==> config.mk <==
export PLATFORM = sky130hd
export DESIGN_NAME = serdes_ctl
export DESIGN_NICKNAME = d
export VERILOG_FILES = /design/src/core/serdes_ctl_pkg.sv /design/src/core/serdes_ctl.sv /design/src/core/enable_latch.sv /design/src/core/parity_lane.sv
export SDC_FILE = /design/constraint.sdc
export NUM_CORES = 1
export LEC_CHECK = 0
export BUFFER_PORTS_ARGS = -buffer_cell sky130_fd_sc_hd__buf_4
export CORE_ASPECT_RATIO = 1.5
export CORE_MARGIN = 2
export CORE_UTILIZATION = 35
export CTS_BUF_LIST = sky130_fd_sc_hd__clkbuf_4
export DETAILED_ROUTE_END_ITERATION = 16
export MAX_ROUTING_LAYER = met4
export PLACE_DENSITY = 0.71
export SETUP_SLACK_MARGIN = 0.15
export SYNTH_ARGS = -nofsm -noshare
export SYNTH_HDL_FRONTEND = slang
export SYNTH_SLANG_ARGS = --single-unit
==> constraint.sdc <==
create_clock -name clock -period 2.1 [get_ports clock]
set_input_delay 0.63 -clock clock [delete_from_list [all_inputs] [get_ports clock]]
set_output_delay 0.63 -clock clock [all_outputs]
set_load 0.05 [all_outputs]
==> src/core/serdes_ctl_pkg.sv <==
// Package of constants and types for the serdes device-control block.
// Function
// - Middle parity: check tx odd, generate rx odd.
// - High parity: rx parity includes comma flag.
// - Low parity: no checks, rx parity floats.
// - Clock select low: tx interface uses reference_clock_in.
// - Rate select decodes low, middle, high ranges.
// - Primary serial input reaches recovery when selected.
// - Output enable latch transparent while open.
// - High bit enables driver, low powers down.
// - Output enable latch holds value on close.
// - Reset clears output enables, drivers off.
// - Selftest latch transparent while open.
// - Low bit selects selftest, high normal traffic.
// - Selftest latch holds value on close.
// - Reset sets selftest latch to all ones, selftest disabled.
// - Rx power latch transparent, high bit powers.
// - Rx power latch holds value on close.
// - Reset clears rx power latch, channels off.
// - Reset sampled on clock, clears oe and rx power latches, sets selftest latch only while closed.
package serdes_ctl_pkg;
  localparam int CHANNELS = 4;
  localparam int WORD_W = 10;
  localparam int ENABLE_W = 8;
  localparam int MAP_W = 3;
  localparam logic [ENABLE_W-1:0] LATCH_RESET = 8'h00;
  localparam logic [ENABLE_W-1:0] SELFTEST_RESET = 8'hFF;
  localparam int RATE_LOW_MIN_MBAUD = 195;
  localparam int RATE_LOW_MAX_MBAUD = 400;
  localparam int RATE_MID_MAX_MBAUD = 800;
  localparam int RATE_HIGH_MAX_MBAUD = 1500;
  typedef enum logic [1:0] {LEVEL_LOW, LEVEL_MID, LEVEL_HIGH} level_t;
  typedef enum logic [1:0] {RANGE_LOW, RANGE_MID, RANGE_HIGH} rate_range_t;
  typedef struct packed {
    logic [WORD_W-1:0] word;
    logic parity;
  } tx_lane_t;
  typedef struct packed {
    logic [WORD_W-1:0] word;
    logic comma;
  } rx_lane_t;
  typedef struct packed {
    logic [CHANNELS-1:0] out_enable;
    logic [CHANNELS-1:0] tx_normal;
    logic [CHANNELS-1:0] rx_normal;
    logic [CHANNELS-1:0] rx_power;
  } chan_ctl_t;
  function automatic logic odd_fill(input logic [WORD_W:0] bits);
    odd_fill = ~(^bits);
  endfunction
endpackage

==> src/core/serdes_ctl.sv <==
// Top of the serdes device-control block: enable latches, parity, selects.
`timescale 1ns/1ps
`default_nettype none
module serdes_ctl #(
  parameter logic [serdes_ctl_pkg::MAP_W-1:0] OE_MAP [4] = '{3'd0, 3'd1, 3'd2, 3'd3},
  parameter logic [serdes_ctl_pkg::MAP_W-1:0] TXT_MAP [4] = '{3'd0, 3'd1, 3'd2, 3'd3},
  parameter logic [serdes_ctl_pkg::MAP_W-1:0] RXT_MAP [4] = '{3'd4, 3'd5, 3'd6, 3'd7},
  parameter logic [serdes_ctl_pkg::MAP_W-1:0] RXP_MAP [4] = '{3'd0, 3'd1, 3'd2, 3'd3}
) (
  // Clock and reset
  input wire logic clock,
  input wire logic rst,
  input wire logic device_reset_n,
  // Enable bus and latch opens
  input wire logic [serdes_ctl_pkg::ENABLE_W-1:0] shared_enable_bus,
  input wire logic output_enable_latch_open,
  input wire logic selftest_latch_open,
  input wire logic rx_power_latch_open,
  // Static selects
  input wire serdes_ctl_pkg::level_t parity_mode_select,
  input wire serdes_ctl_pkg::level_t serial_rate_range_select,
  input wire logic half_rate_reference_clock_in_option,
  input wire logic tx_interface_clock_select,
  input wire logic [serdes_ctl_pkg::CHANNELS-1:0] primary_input_select,
  // Parallel data
  input wire serdes_ctl_pkg::tx_lane_t [serdes_ctl_pkg::CHANNELS-1:0] tx_lane,
  input wire serdes_ctl_pkg::rx_lane_t [serdes_ctl_pkg::CHANNELS-1:0] rx_lane,
  // Serial side
  input wire logic [serdes_ctl_pkg::CHANNELS-1:0] serial_input_pair,
  output logic [serdes_ctl_pkg::CHANNELS-1:0] cdr_serial_in,
  output logic [serdes_ctl_pkg::CHANNELS-1:0] cdr_input_valid,
  // Results
  output serdes_ctl_pkg::chan_ctl_t chan_ctl,
  output logic [serdes_ctl_pkg::CHANNELS-1:0] tx_parity_error,
  output logic [serdes_ctl_pkg::CHANNELS-1:0] rx_parity_bit_out,
  output logic [serdes_ctl_pkg::CHANNELS-1:0] rx_parity_oe,
  output serdes_ctl_pkg::rate_range_t tx_rate_range,
  output serdes_ctl_pkg::rate_range_t rx_rate_range,
  output logic tx_clock_from_reference_clock_in,
  output logic rate_combo_invalid
);
  import serdes_ctl_pkg::*;
  logic [ENABLE_W-1:0] oe_value;
  logic [ENABLE_W-1:0] st_value;
  logic [ENABLE_W-1:0] rxp_value;
  logic dev_clear;
  logic st_clear;
  chan_ctl_t ctl_next;
  rate_range_t range_next;

  // Device reset is a plain pin sampled on the clock edge.
  assign dev_clear = ~device_reset_n;
  // Selftest latch is only cleared while closed, so an open latch keeps its bus.
  assign st_clear = dev_clear & ~selftest_latch_open;

  enable_latch #(.RESET_VALUE(LATCH_RESET)) oe_latch (
    .clock(clock),
    .rst(rst),
    .sync_clear(dev_clear),
    .open_in(output_enable_latch_open),
    .bus_in(shared_enable_bus),
    .value(oe_value)
  );
  enable_latch #(.RESET_VALUE(SELFTEST_RESET)) st_latch (
    .clock(clock),
    .rst(rst),
    .sync_clear(st_clear),
    .open_in(selftest_latch_open),
    .bus_in(shared_enable_bus),
    .value(st_value)
  );
  enable_latch #(.RESET_VALUE(LATCH_RESET)) rxp_latch (
    .clock(clock),
    .rst(rst),
    .sync_clear(dev_clear),
    .open_in(rx_power_latch_open),
    .bus_in(shared_enable_bus),
    .value(rxp_value)
  );

  always_comb begin
    ctl_next = '0;
    for (int c = 0; c < CHANNELS; c++) begin
      ctl_next.out_enable[c] = oe_value[OE_MAP[c]];
      ctl_next.tx_normal[c] = st_value[TXT_MAP[c]];
      ctl_next.rx_normal[c] = st_value[RXT_MAP[c]];
      ctl_next.rx_power[c] = rxp_value[RXP_MAP[c]];
    end
  end

  always_ff @(posedge clock or posedge rst) begin
    if (rst) begin
      chan_ctl <= '{out_enable: '0, tx_normal: '1, rx_normal: '1, rx_power: '0};
    end else begin
      chan_ctl <= ctl_next;
    end
  end

  always_comb begin
    unique case (serial_rate_range_select)
      LEVEL_LOW: range_next = RANGE_LOW;
      LEVEL_MID: range_next = RANGE_MID;
      LEVEL_HIGH: range_next = RANGE_HIGH;
      default: range_next = RANGE_MID;
    endcase
  end

  always_ff @(posedge clock or posedge rst) begin
    if (rst) begin
      tx_rate_range <= RANGE_LOW;
      rx_rate_range <= RANGE_LOW;
      rate_combo_invalid <= 1'b0;
      tx_clock_from_reference_clock_in <= 1'b1;
    end else begin
      tx_rate_range <= range_next;
      rx_rate_range <= range_next;
      // Flagged only; the host is expected never to set this pair.
      rate_combo_invalid <= half_rate_reference_clock_in_option && serial_rate_range_select == LEVEL_LOW;
      tx_clock_from_reference_clock_in <= ~tx_interface_clock_select;
    end
  end

  always_ff @(posedge clock or posedge rst) begin
    if (rst) begin
      cdr_serial_in <= '0;
      cdr_input_valid <= '0;
    end else begin
      cdr_serial_in <= serial_input_pair & primary_input_select;
      cdr_input_valid <= primary_input_select;
    end
  end

  for (genvar c = 0; c < CHANNELS; c++) begin : g_lane
    parity_lane lane (
      .clock(clock),
      .rst(rst),
      .mode(parity_mode_select),
      .tx_in(tx_lane[c]),
      .rx_in(rx_lane[c]),
      .tx_error(tx_parity_error[c]),
      .rx_parity(rx_parity_bit_out[c]),
      .rx_parity_oe(rx_parity_oe[c])
    );
  end
endmodule
`default_nettype wire

==> src/core/enable_latch.sv <==
// Clock-sampled enable latch, transparent while open, holding when closed.
`timescale 1ns/1ps
`default_nettype none
module enable_latch #(
  parameter logic [serdes_ctl_pkg::ENABLE_W-1:0] RESET_VALUE = 8'h00
) (
  // Clock and reset
  input wire logic clock,
  input wire logic rst,
  input wire logic sync_clear,
  // Latch control
  input wire logic open_in,
  input wire logic [serdes_ctl_pkg::ENABLE_W-1:0] bus_in,
  // Effective value
  output logic [serdes_ctl_pkg::ENABLE_W-1:0] value
);
  import serdes_ctl_pkg::*;
  logic [ENABLE_W-1:0] held_reg;
  always_ff @(posedge clock or posedge rst) begin
    if (rst) begin
      held_reg <= RESET_VALUE;
    end else if (sync_clear) begin
      held_reg <= RESET_VALUE;
    end else if (open_in) begin
      held_reg <= bus_in;
    end
  end
  // Open passes the bus straight through; closing keeps the last sample.
  assign value = sync_clear ? RESET_VALUE : (open_in ? bus_in : held_reg);
endmodule
`default_nettype wire

==> src/core/parity_lane.sv <==
// Per-channel odd parity check and generate lane.
`timescale 1ns/1ps
`default_nettype none
module parity_lane (
  // Clock and reset
  input wire logic clock,
  input wire logic rst,
  // Mode
  input wire serdes_ctl_pkg::level_t mode,
  // Data
  input wire serdes_ctl_pkg::tx_lane_t tx_in,
  input wire serdes_ctl_pkg::rx_lane_t rx_in,
  // Results
  output logic tx_error,
  output logic rx_parity,
  output logic rx_parity_oe
);
  import serdes_ctl_pkg::*;
  always_ff @(posedge clock or posedge rst) begin
    if (rst) begin
      tx_error <= 1'b0;
    end else begin
      tx_error <= (mode != LEVEL_LOW) && !(^{tx_in.word, tx_in.parity});
    end
  end
  always_ff @(posedge clock or posedge rst) begin
    if (rst) begin
      rx_parity <= 1'b0;
      rx_parity_oe <= 1'b0;
    end else begin
      rx_parity_oe <= (mode != LEVEL_LOW);
      if (mode == LEVEL_HIGH) begin
        rx_parity <= odd_fill({rx_in.word, rx_in.comma});
      end else begin
        rx_parity <= odd_fill({rx_in.word, 1'b0});
      end
    end
  end
endmodule
`default_nettype wire

# Word-level counts from Yosys, hierarchy flattened

Cells that the tools add are included.

Add/subtract/negate cells: 0
Multiply operators: 0
Div/mod/pow operators: 0
$lt $le $gt $ge: 0
Eq/ne operators: 4
Shift operators: 0
Muxes and demuxes: 11
Bitwise logic cells: 13
Reductions and logical operators: 23

Operators by type and width:

| kind                                                   | count |
|---|---|
| parity 11 bit                                          | 12 |
| 2-to-1 mux 4 bit                                       | 4 |
| 2-to-1 mux 8 bit                                       | 2 |
| NOT 1 bit                                              | 11 |
| logical AND 1 bit                                      | 5 |
| AND 4 bit                                              | 1 |
| equality test 2 bit (second input constant)            | 2 |
| logical NOT 1 bit                                      | 4 |
| 2-to-1 mux 1 bit                                       | 4 |
| inequality test 2 x 1 -> 1 bit (second input constant) | 2 |
| case mux 2 bit (2 select lines)                        | 1 |
| logical NOT 2 bit                                      | 1 |
| nonzero test 2 bit                                     | 1 |
| AND 1 bit                                              | 1 |

Bits in registers: 45
Latch bits: 0
Memory bits (writable): 0
ROM bits: 0
Input port bits: 116
Output and inout port bits: 42
Logic and storage cells: 70
Memories kept: 0

# Longest topological paths before layout

Gate-level depths: netlist (run 1).

Word-level depth: 3
Mapped depth: 4
Gate-level depth less buffers: 4

# Hierarchy

From an unflattened synthesis (run 1), not the netlist that was laid out.

Cells, all modules: 226
Area, all modules: 2950.3 µm²

Modules (own cells, without submodules):

| module                      | times used | cells each | area each (µm²) | seq. area each (µm²) |
|---|---|---|---|---|
| parity_lane                 | 4          | 26         | 286.5           | 75.1 |
| serdes_ctl                  | 1          | 41         | 789.5           | 711.9 |
| enable_latch (oe_latch ...) | 2          | 27         | 329.1           | 200.2 |
| enable_latch (st_latch)     | 1          | 27         | 356.6           | 210.2 |

# Worst setup path after synthesis (run 1)

OpenSTA, ideal clock, no wires.

Path kind: reg2out
Start point: register rx_rate_range[0] (netlist name)
End point: output tx_rate_range[0]
Arrival time: 0.886 ns
Required time: 1.470 ns
Slack: 0.584 ns
Cell stages (with the launch flop): 2
Buffers on the path: 1
Cells stage by stage: dfrtp_1 buf_4

RTL lines:

| element   | line             | source |
|---|---|---|
| to (decl) | serdes_ctl.sv:37 | `output serdes_ctl_pkg::rate_range_t tx_rate_range,` |

==> impl_metrics.json, run 1 <==
{
  "status": "finished clean",
  "syn-num-nets": 306,
  "critPathBufInv": 1,
  "cts_tree": "built",
  "io_pins": 158,
  "arrival_ns": 1.08,
  "rsz0062_at_grt": "false",
  "r2r_slack_ns": 1.31,
  "fmax_mhz": 585,
  "ff2ff_path_depth": 2,
  "io_buffer_count": 157,
  "cts_buffers": 5,
  "synth_compound_area_share_pct": 1.89,
  "slowest_delay_ns": 0.56,
  "vias": 1782,
  "h-tree-depth": 2,
  "ir_drop_v": 0.000409,
  "synthMuxAreaShare_pct": 3.78,
  "cp-start-kind": "flip-flop",
  "setup_violations": 0,
  "first_pass_iters": 2,
  "cp_slowest_cell": "dfstp_2",
  "die_h_um": 99.3,
  "core_area_um2": 5830,
  "synthSimpleGateAreaFrac_pct": 8.39,
  "final_cell_mix": "158 x buf_4, 68 x xnor2_1, 28 x dfrtp_1, 12 x nor2_1, 11 x inv_1",
  "ys_types": 17,
  "crit_chain": "buf_4",
  "clkSlewWorstSetupHoldPaths_ns": 0.11,
  "synthAdderAreaFrac_pct": 0,
  "initial_core_util_pct": 36.3,
  "final_nets": 453,
  "hold_class": "in2async",
  "cts_resized": 0,
  "grt_pass1_wl_mm": 7.73,
  "global_route.usage.met3_pct": 4.30,
  "ant_nets": 0,
  "skew_ns": 0,
  "met2_usage_pct": 29.9,
  "postLayoutSetupSlackWorst_ns": 0.389,
  "r2r_end": "st_latch.held_reg[5]",
  "largest_reg_flops": 7,
  "synth-seq-cells": 37,
  "cap_violations": 0,
  "grt_pass1_vias": 1841,
  "row_count": 34,
  "cts_sinks": 37,
  "hold_viol": 0,
  "place.gp.congestion": 0.724,
  "r2r-start": "st_latch.held_reg[5]",
  "slew_headroom_pct": 69.4,
  "grt_overflow": 0,
  "syn_inst": 190,
  "clock_path_buffers": 2,
  "areaGrowthSynthToFinish_pct": 58.2,
  "grt_usage_pct": 15.5,
  "path_delay_family": "flip-flops",
  "required_ns": 1.47,
  "hpwl_mm": 4.29,
  "ys_seq_area_share_pct": 44.2,
  "drt-total-wl_mm": 4.91,
  "worstSetupPathType": "reg2out",
  "drcViolationCount": 0,
  "synth_top_family_by_area": "XOR/XNOR gates",
  "wl_per_cell_um": 12.0,
  "post-route-period-util_pct": 81.5,
  "post_cts_buffers": 0,
  "synth_area_per_cell_um2": 11.1,
  "crit_fanout": 2,
  "grt_max_degree": 38,
  "finalHoldWorstSlack_ns": 0.399,
  "cts_root_buf": "clkbuf_4",
  "hold_buffers": 0,
  "yosysWarnings": 0,
  "synth_area_um2": 2120,
  "p_leak_uw": 0.00164,
  "layout_commonest_cell": "buf_4",
  "die_w_um": 67.5,
  "power_density_nw_per_um2": 749,
  "met1_usage_pct": 13.2,
  "antenna_found_initial": 0,
  "tightestPinTransition_ns": 0.459,
  "final.setup.tns_ns": 0,
  "period_minus_slack_ns": 1.71,
  "preCtsSetupSlack_ns": 0.407,
  "synthXorXnorAreaFrac_pct": 34.0,
  "n_antenna_cell": 0,
  "die_area_um2": 6700,
  "busiest_layer": "met2",
  "endpoint_kind": "output port",
  "drt_iter0_markers": 53,
  "clock_latency_ns": 0.32,
  "layout-drive-gt1-share_pct": 51.5,
  "drt-vias-per-instance": 4.35,
  "report.final.slew_viol_count": 0
}
==> kinds of logic (layout without fill, tap and decap cells) <==
| group | after synthesis | count (layout) |
|---|---|---|
| simple gates | 32 | 32 |
| mux | 8 | 8 |
| buf+inv | 29 | 177 |
| compound gates | 8 | 8 |
| flops | 37 | 37 |
| xor+xnor | 76 | 76 |
==> where the power goes <==
group	internal, uW	switching (uW)	total [uW]
sequential	826	36.0	862
combinational	518	657	1170
clock	247	227	473
==> routing by layer <==
| layer | share of wire [%] | wire length (um) |
|---|---|---|
| met1 | 29 | 1430 |
| met2 | 60 | 2950 |
| met3 | 8.8 | 432 |
| met4 | 1.9 | 95 |
| met5 | 0 | 0 |
==> final cells by class <==
type | count | area (um^2)
inverters | 11 | 41.3
clock buffers | 5 | 37.5
flip-flops and latches | 37 | 937
clock inverters | 3 | 41.3
well taps | 72 | 90.1
fillers | 538 | 2480
repair buffers | 158 | 1190
multi-input cells | 124 | 1020
==> worst max-delay path by stage <==
stage / start / to / slack, ns / cells after the start
2_1_floorplan: rx_rate_range[0] / tx_rate_range[0] / 0.58 / 1
3_3_place_gp: tx_lane[25] / g_lane[2].lane.tx_error / 0.46 / 5
3_5_place_dp: tx_lane[25] / g_lane[2].lane.tx_error / 0.41 / 5
4_1_cts: st_latch.held_reg[3] / chan_ctl[11] / 0.36 / 1
5_1_grt: st_latch.held_reg[3] / chan_ctl[11] / 0.32 / 1
6_report: st_latch.held_reg[3] / chan_ctl[11] / 0.39 / 1
==> cells in the mapped netlist, drive strengths merged <==
master	instances	area share [%]
a21oi	8	1.9
and2	4	1.2
buf	15	5.2
clkbuf	3	0.53
dfrtp	28	33
dfstp	9	11
inv	11	1.9
mux2i	8	3.8
nand2b	1	0.30
nand3b	4	1.4
nor2	12	2.1
nor2b	9	2.7
nor3b	2	0.71
xnor2	68	28
xnor3	4	4.3
xor2	4	1.7
==> per-stage QoR <==
stage / cell area (um^2) / utilization (%) / total power, uW / cells
global placement: 3270 / 56.2 / 2050 / 402
CTS: 3350 / 57.5 / 2560 / 410
floorplan: 2120 / - / 1760 / 190
finish: 3350 / 57.5 / 2510 / 410
detailed placement: 3270 / 56.2 / 2070 / 402
global route: 3350 / 57.5 / 2650 / 410
==> worst reg2reg max path, delay by kind of cell (launching register included) <==
kind / cells / cell delay, ns
AND/OR/NAND/NOR: 1 / 0.04
flip-flops: 1 / 0.55
AO/OA/AOI/OAI: 1 / 0.14
Note: power is estimated with default switching activity, not from simulation.
==> run 2, diff against run 1 <==
--- a/config.mk
+++ b/config.mk
@@ -5,6 +5,7 @@
 export SDC_FILE = /design/constraint.sdc
 export NUM_CORES = 1
 export LEC_CHECK = 0
+export ABC_AREA = 1
 export BUFFER_PORTS_ARGS = -buffer_cell sky130_fd_sc_hd__buf_4
 export CORE_ASPECT_RATIO = 1.5
 export CORE_MARGIN = 2
@@ -12,7 +13,7 @@
 export CTS_BUF_LIST = sky130_fd_sc_hd__clkbuf_4
 export DETAILED_ROUTE_END_ITERATION = 16
 export MAX_ROUTING_LAYER = met4
-export PLACE_DENSITY = 0.71
+export PLACE_DENSITY = 0.66
 export SETUP_SLACK_MARGIN = 0.15
 export SYNTH_ARGS = -nofsm -noshare
 export SYNTH_HDL_FRONTEND = slang
==> constraint.sdc (replaced) <==
create_clock -name clock -period 1.7 [get_ports clock]
set_input_delay 0.51 -clock clock [delete_from_list [all_inputs] [get_ports clock]]
set_output_delay 0.51 -clock clock [all_outputs]
set_load 0.05 [all_outputs]
==> run 2 against run 1 <==
Compared with the run above:
- flip-flop and latch count unchanged
- worst hold slack worse by 0.21 ns
- register-to-register slack worse by 0.42 ns
- global-route usage up 0.99 points
- first-iteration DRC count up 15%
- via count up 65%
- clock power down 2%
- highest routed layer unchanged
- clock skew unchanged
- core utilization down 3.9 points
- die area up 30%
- largest cell class is now multi-input gates
==> impl_metrics.json, run 2 <==
{
  "status": "finished clean",
  "hold_class": "in2async",
  "async_flop_share_pct": 100,
  "yosysTopAreaCellShare_pct": 25.1,
  "vias": 2933,
  "stdcell_count": 693,
  "syn-num-nets": 559,
  "clkSlewWorstSetupHoldPaths_ns": 0.11,
  "yosysWarnings": 0,
  "cp_slowest_cell": "dfstp_2",
  "ant_nets": 0,
  "synth-seq-cells": 37,
  "layout-drive-gt1-share_pct": 33.3,
  "grt_usage_pct": 16.5,
  "skew_ns": 0,
  "cts_root_buf": "clkbuf_4",
  "drt-total-wl_mm": 6.88,
  "yosys-top-cells-area": "dfrtp_1 25%, nand2_1 24%, inv_1 13%, dfstp_2 8.5%, xnor2_1 6.3%",
  "drcViolationCount": 0,
  "yosys.area.top_type": "dfrtp_1",
  "cts_buffers": 5,
  "rsz0062_at_grt": "true",
  "fmax_mhz": 637,
  "period_minus_slack_ns": 1.57,
  "largest_reg_flops": 7,
  "worstSetupPathType": "reg2out",
  "r2r_end": "st_latch.held_reg[3]",
  "ys.flop_type": "dfrtp_1",
  "path_delay_family": "flip-flops",
  "postLayoutSetupSlackWorst_ns": 0.131,
  "areaGrowthSynthToFinish_pct": 47.0,
  "layout_commonest_cell": "nand2_1",
  "post-route-period-util_pct": 92.3,
  "grt_pass1_wl_mm": 11.6,
  "cts_tree": "built",
  "grt_max_degree": 26,
  "synth_edf_count": 0,
  "slowest_delay_ns": 0.57,
  "setup_violations": 0,
  "synthMuxAreaShare_pct": 0,
  "report.final.slew_viol_count": 0,
  "finalHoldWorstSlack_ns": 0.187,
  "synthSimpleGateAreaFrac_pct": 36.1,
  "die_area_um2": 8730,
  "synth_top_family_by_area": "simple AND/OR/NAND/NOR gates",
  "endpoint_kind": "output port",
  "required_ns": 1.19,
  "p_leak_uw": 0.00254,
  "ys_seq_area_share_pct": 33.5,
  "critPathBufInv": 1,
  "clock_latency_ns": 0.33,
  "synth_area_um2": 2790,
  "cp-start-kind": "flip-flop",
  "row_count": 39,
  "die_w_um": 77.0,
  "final_cell_mix": "180 x nand2_1, 150 x buf_4, 100 x inv_1, 28 x nand3_1, 28 x dfrtp_1",
  "h-tree-depth": 2,
  "power_density_nw_per_um2": 653,
  "final_nets": 706,
  "preCtsSetupSlack_ns": 0.314,
  "initial_core_util_pct": 36.5,
  "post-place-cells": 685,
  "io_buffer_count": 157,
  "n_antenna_cell": 0,
  "arrival_ns": 1.06,
  "synth_compound_area_share_pct": 4.66,
  "tightestPinTransition_ns": 0.302,
  "wl_per_cell_um": 9.93,
  "synth_most_common_cell": "nand2_1",
  "hpwl_mm": 6.05,
  "final_util_pct": 53.6,
  "io_pins": 158,
  "cts_sinks": 37,
  "ys_types": 20,
  "ir_drop_v": 0.000299,
  "syn_inst": 443,
  "clock_path_buffers": 2,
  "synth_area_per_cell_um2": 6.31,
  "r2r_slack_ns": 0.89,
  "hold_viol": 0,
  "cap_violations": 0,
  "first_pass_iters": 4,
  "grt_pass1_vias": 2824,
  "ff2ff_path_depth": 2,
  "slew_headroom_pct": 79.8,
  "die_h_um": 113,
  "core_area_um2": 7660,
  "antenna_found_initial": 0,
  "n_fill_cell": 800,
  "final.setup.tns_ns": 0,
  "drt_iter0_markers": 61,
  "synthXorXnorAreaFrac_pct": 7.52,
  "synthAdderAreaFrac_pct": 0,
  "synth_common_cells": "180 x nand2_1, 100 x inv_1, 28 x dfrtp_1, 28 x nand3_1, 20 x xnor2_1",
  "drt-vias-per-instance": 4.23,
  "place.gp.congestion": 0.796,
  "crit_chain": "buf_8",
  "crit_fanout": 2,
  "r2r-start": "st_latch.held_reg[3]",
  "grt_overflow": 0
}
run 2: repair_timing:
item | in CTS | in global routing
hold buffers | 0 | 0
buffers inserted | 0 | 0
endpoints found under the setup margin | 9 | 9
endpoints found under the hold margin | 0 | 0
gates resized for setup | 18 | 0
run 2: cell families after synthesis:
| logic type | Yosys count |
|---|---|
| AND/OR/NAND/NOR | 242 |
| buffers and inverters | 120 |
| flip-flops | 37 |
| XOR/XNOR | 24 |
| AO/OA/AOI/OAI | 20 |
run 2: worst max-delay path by stage:
stage                          from                       to  slack [ns]  cells past startpoint
6_report       st_latch.held_reg[3]             chan_ctl[11]        0.13                      1
5_1_grt        st_latch.held_reg[3]             chan_ctl[11]        0.08                      1
4_1_cts                 chan_ctl[7]              chan_ctl[7]        0.11                      1
3_5_place_dp            tx_lane[18]  g_lane[1].lane.tx_error        0.31                      7
3_3_place_gp            tx_lane[18]  g_lane[1].lane.tx_error        0.39                      7
2_1_floorplan      rx_rate_range[0]         tx_rate_range[0]        0.30                      1
run 2: worst reg2reg max path: stages (launching register included):
cell	delay [ns]
dfstp_2	0.57
nor3_1	0.06
a21oi_1	0.12
run 2: power breakdown:
group          internal (uW)  switching (uW)  leakage, uW
combinational            491             717      0.00206
sequential               973            37.1     0.000444
clock                    174             288    0.0000354
total                   1640            1040      0.00254
run 2: final cells by class:
cell class	count	area, um^2	area share, %
Inverter	101	379	9.23
Sequential cell	37	937	22.8
Tap cell	102	128	3.11
Clock inverter	2	10.0	0.244
Clock buffer	6	45.0	1.10
Multi-Input combinational cell	286	1350	32.8
Timing Repair Buffer	159	1260	30.7
run 2: stage by stage:
step           total power [uW]  area [um^2]
2_1_floorplan              1830         2790
3_3_place_gp               2190         3990
3_5_place_dp               2220         3990
4_1_cts                    2730         4110
5_1_grt                    2870         4110
6_report                   2680         4110
run 2: routing by layer:
layer  part of all wire, %  GRT usage (%)
met2                    56           32.4
met3                   7.2           4.35
met1                    36           16.1
met5                     0              -
met4                  0.64           3.27
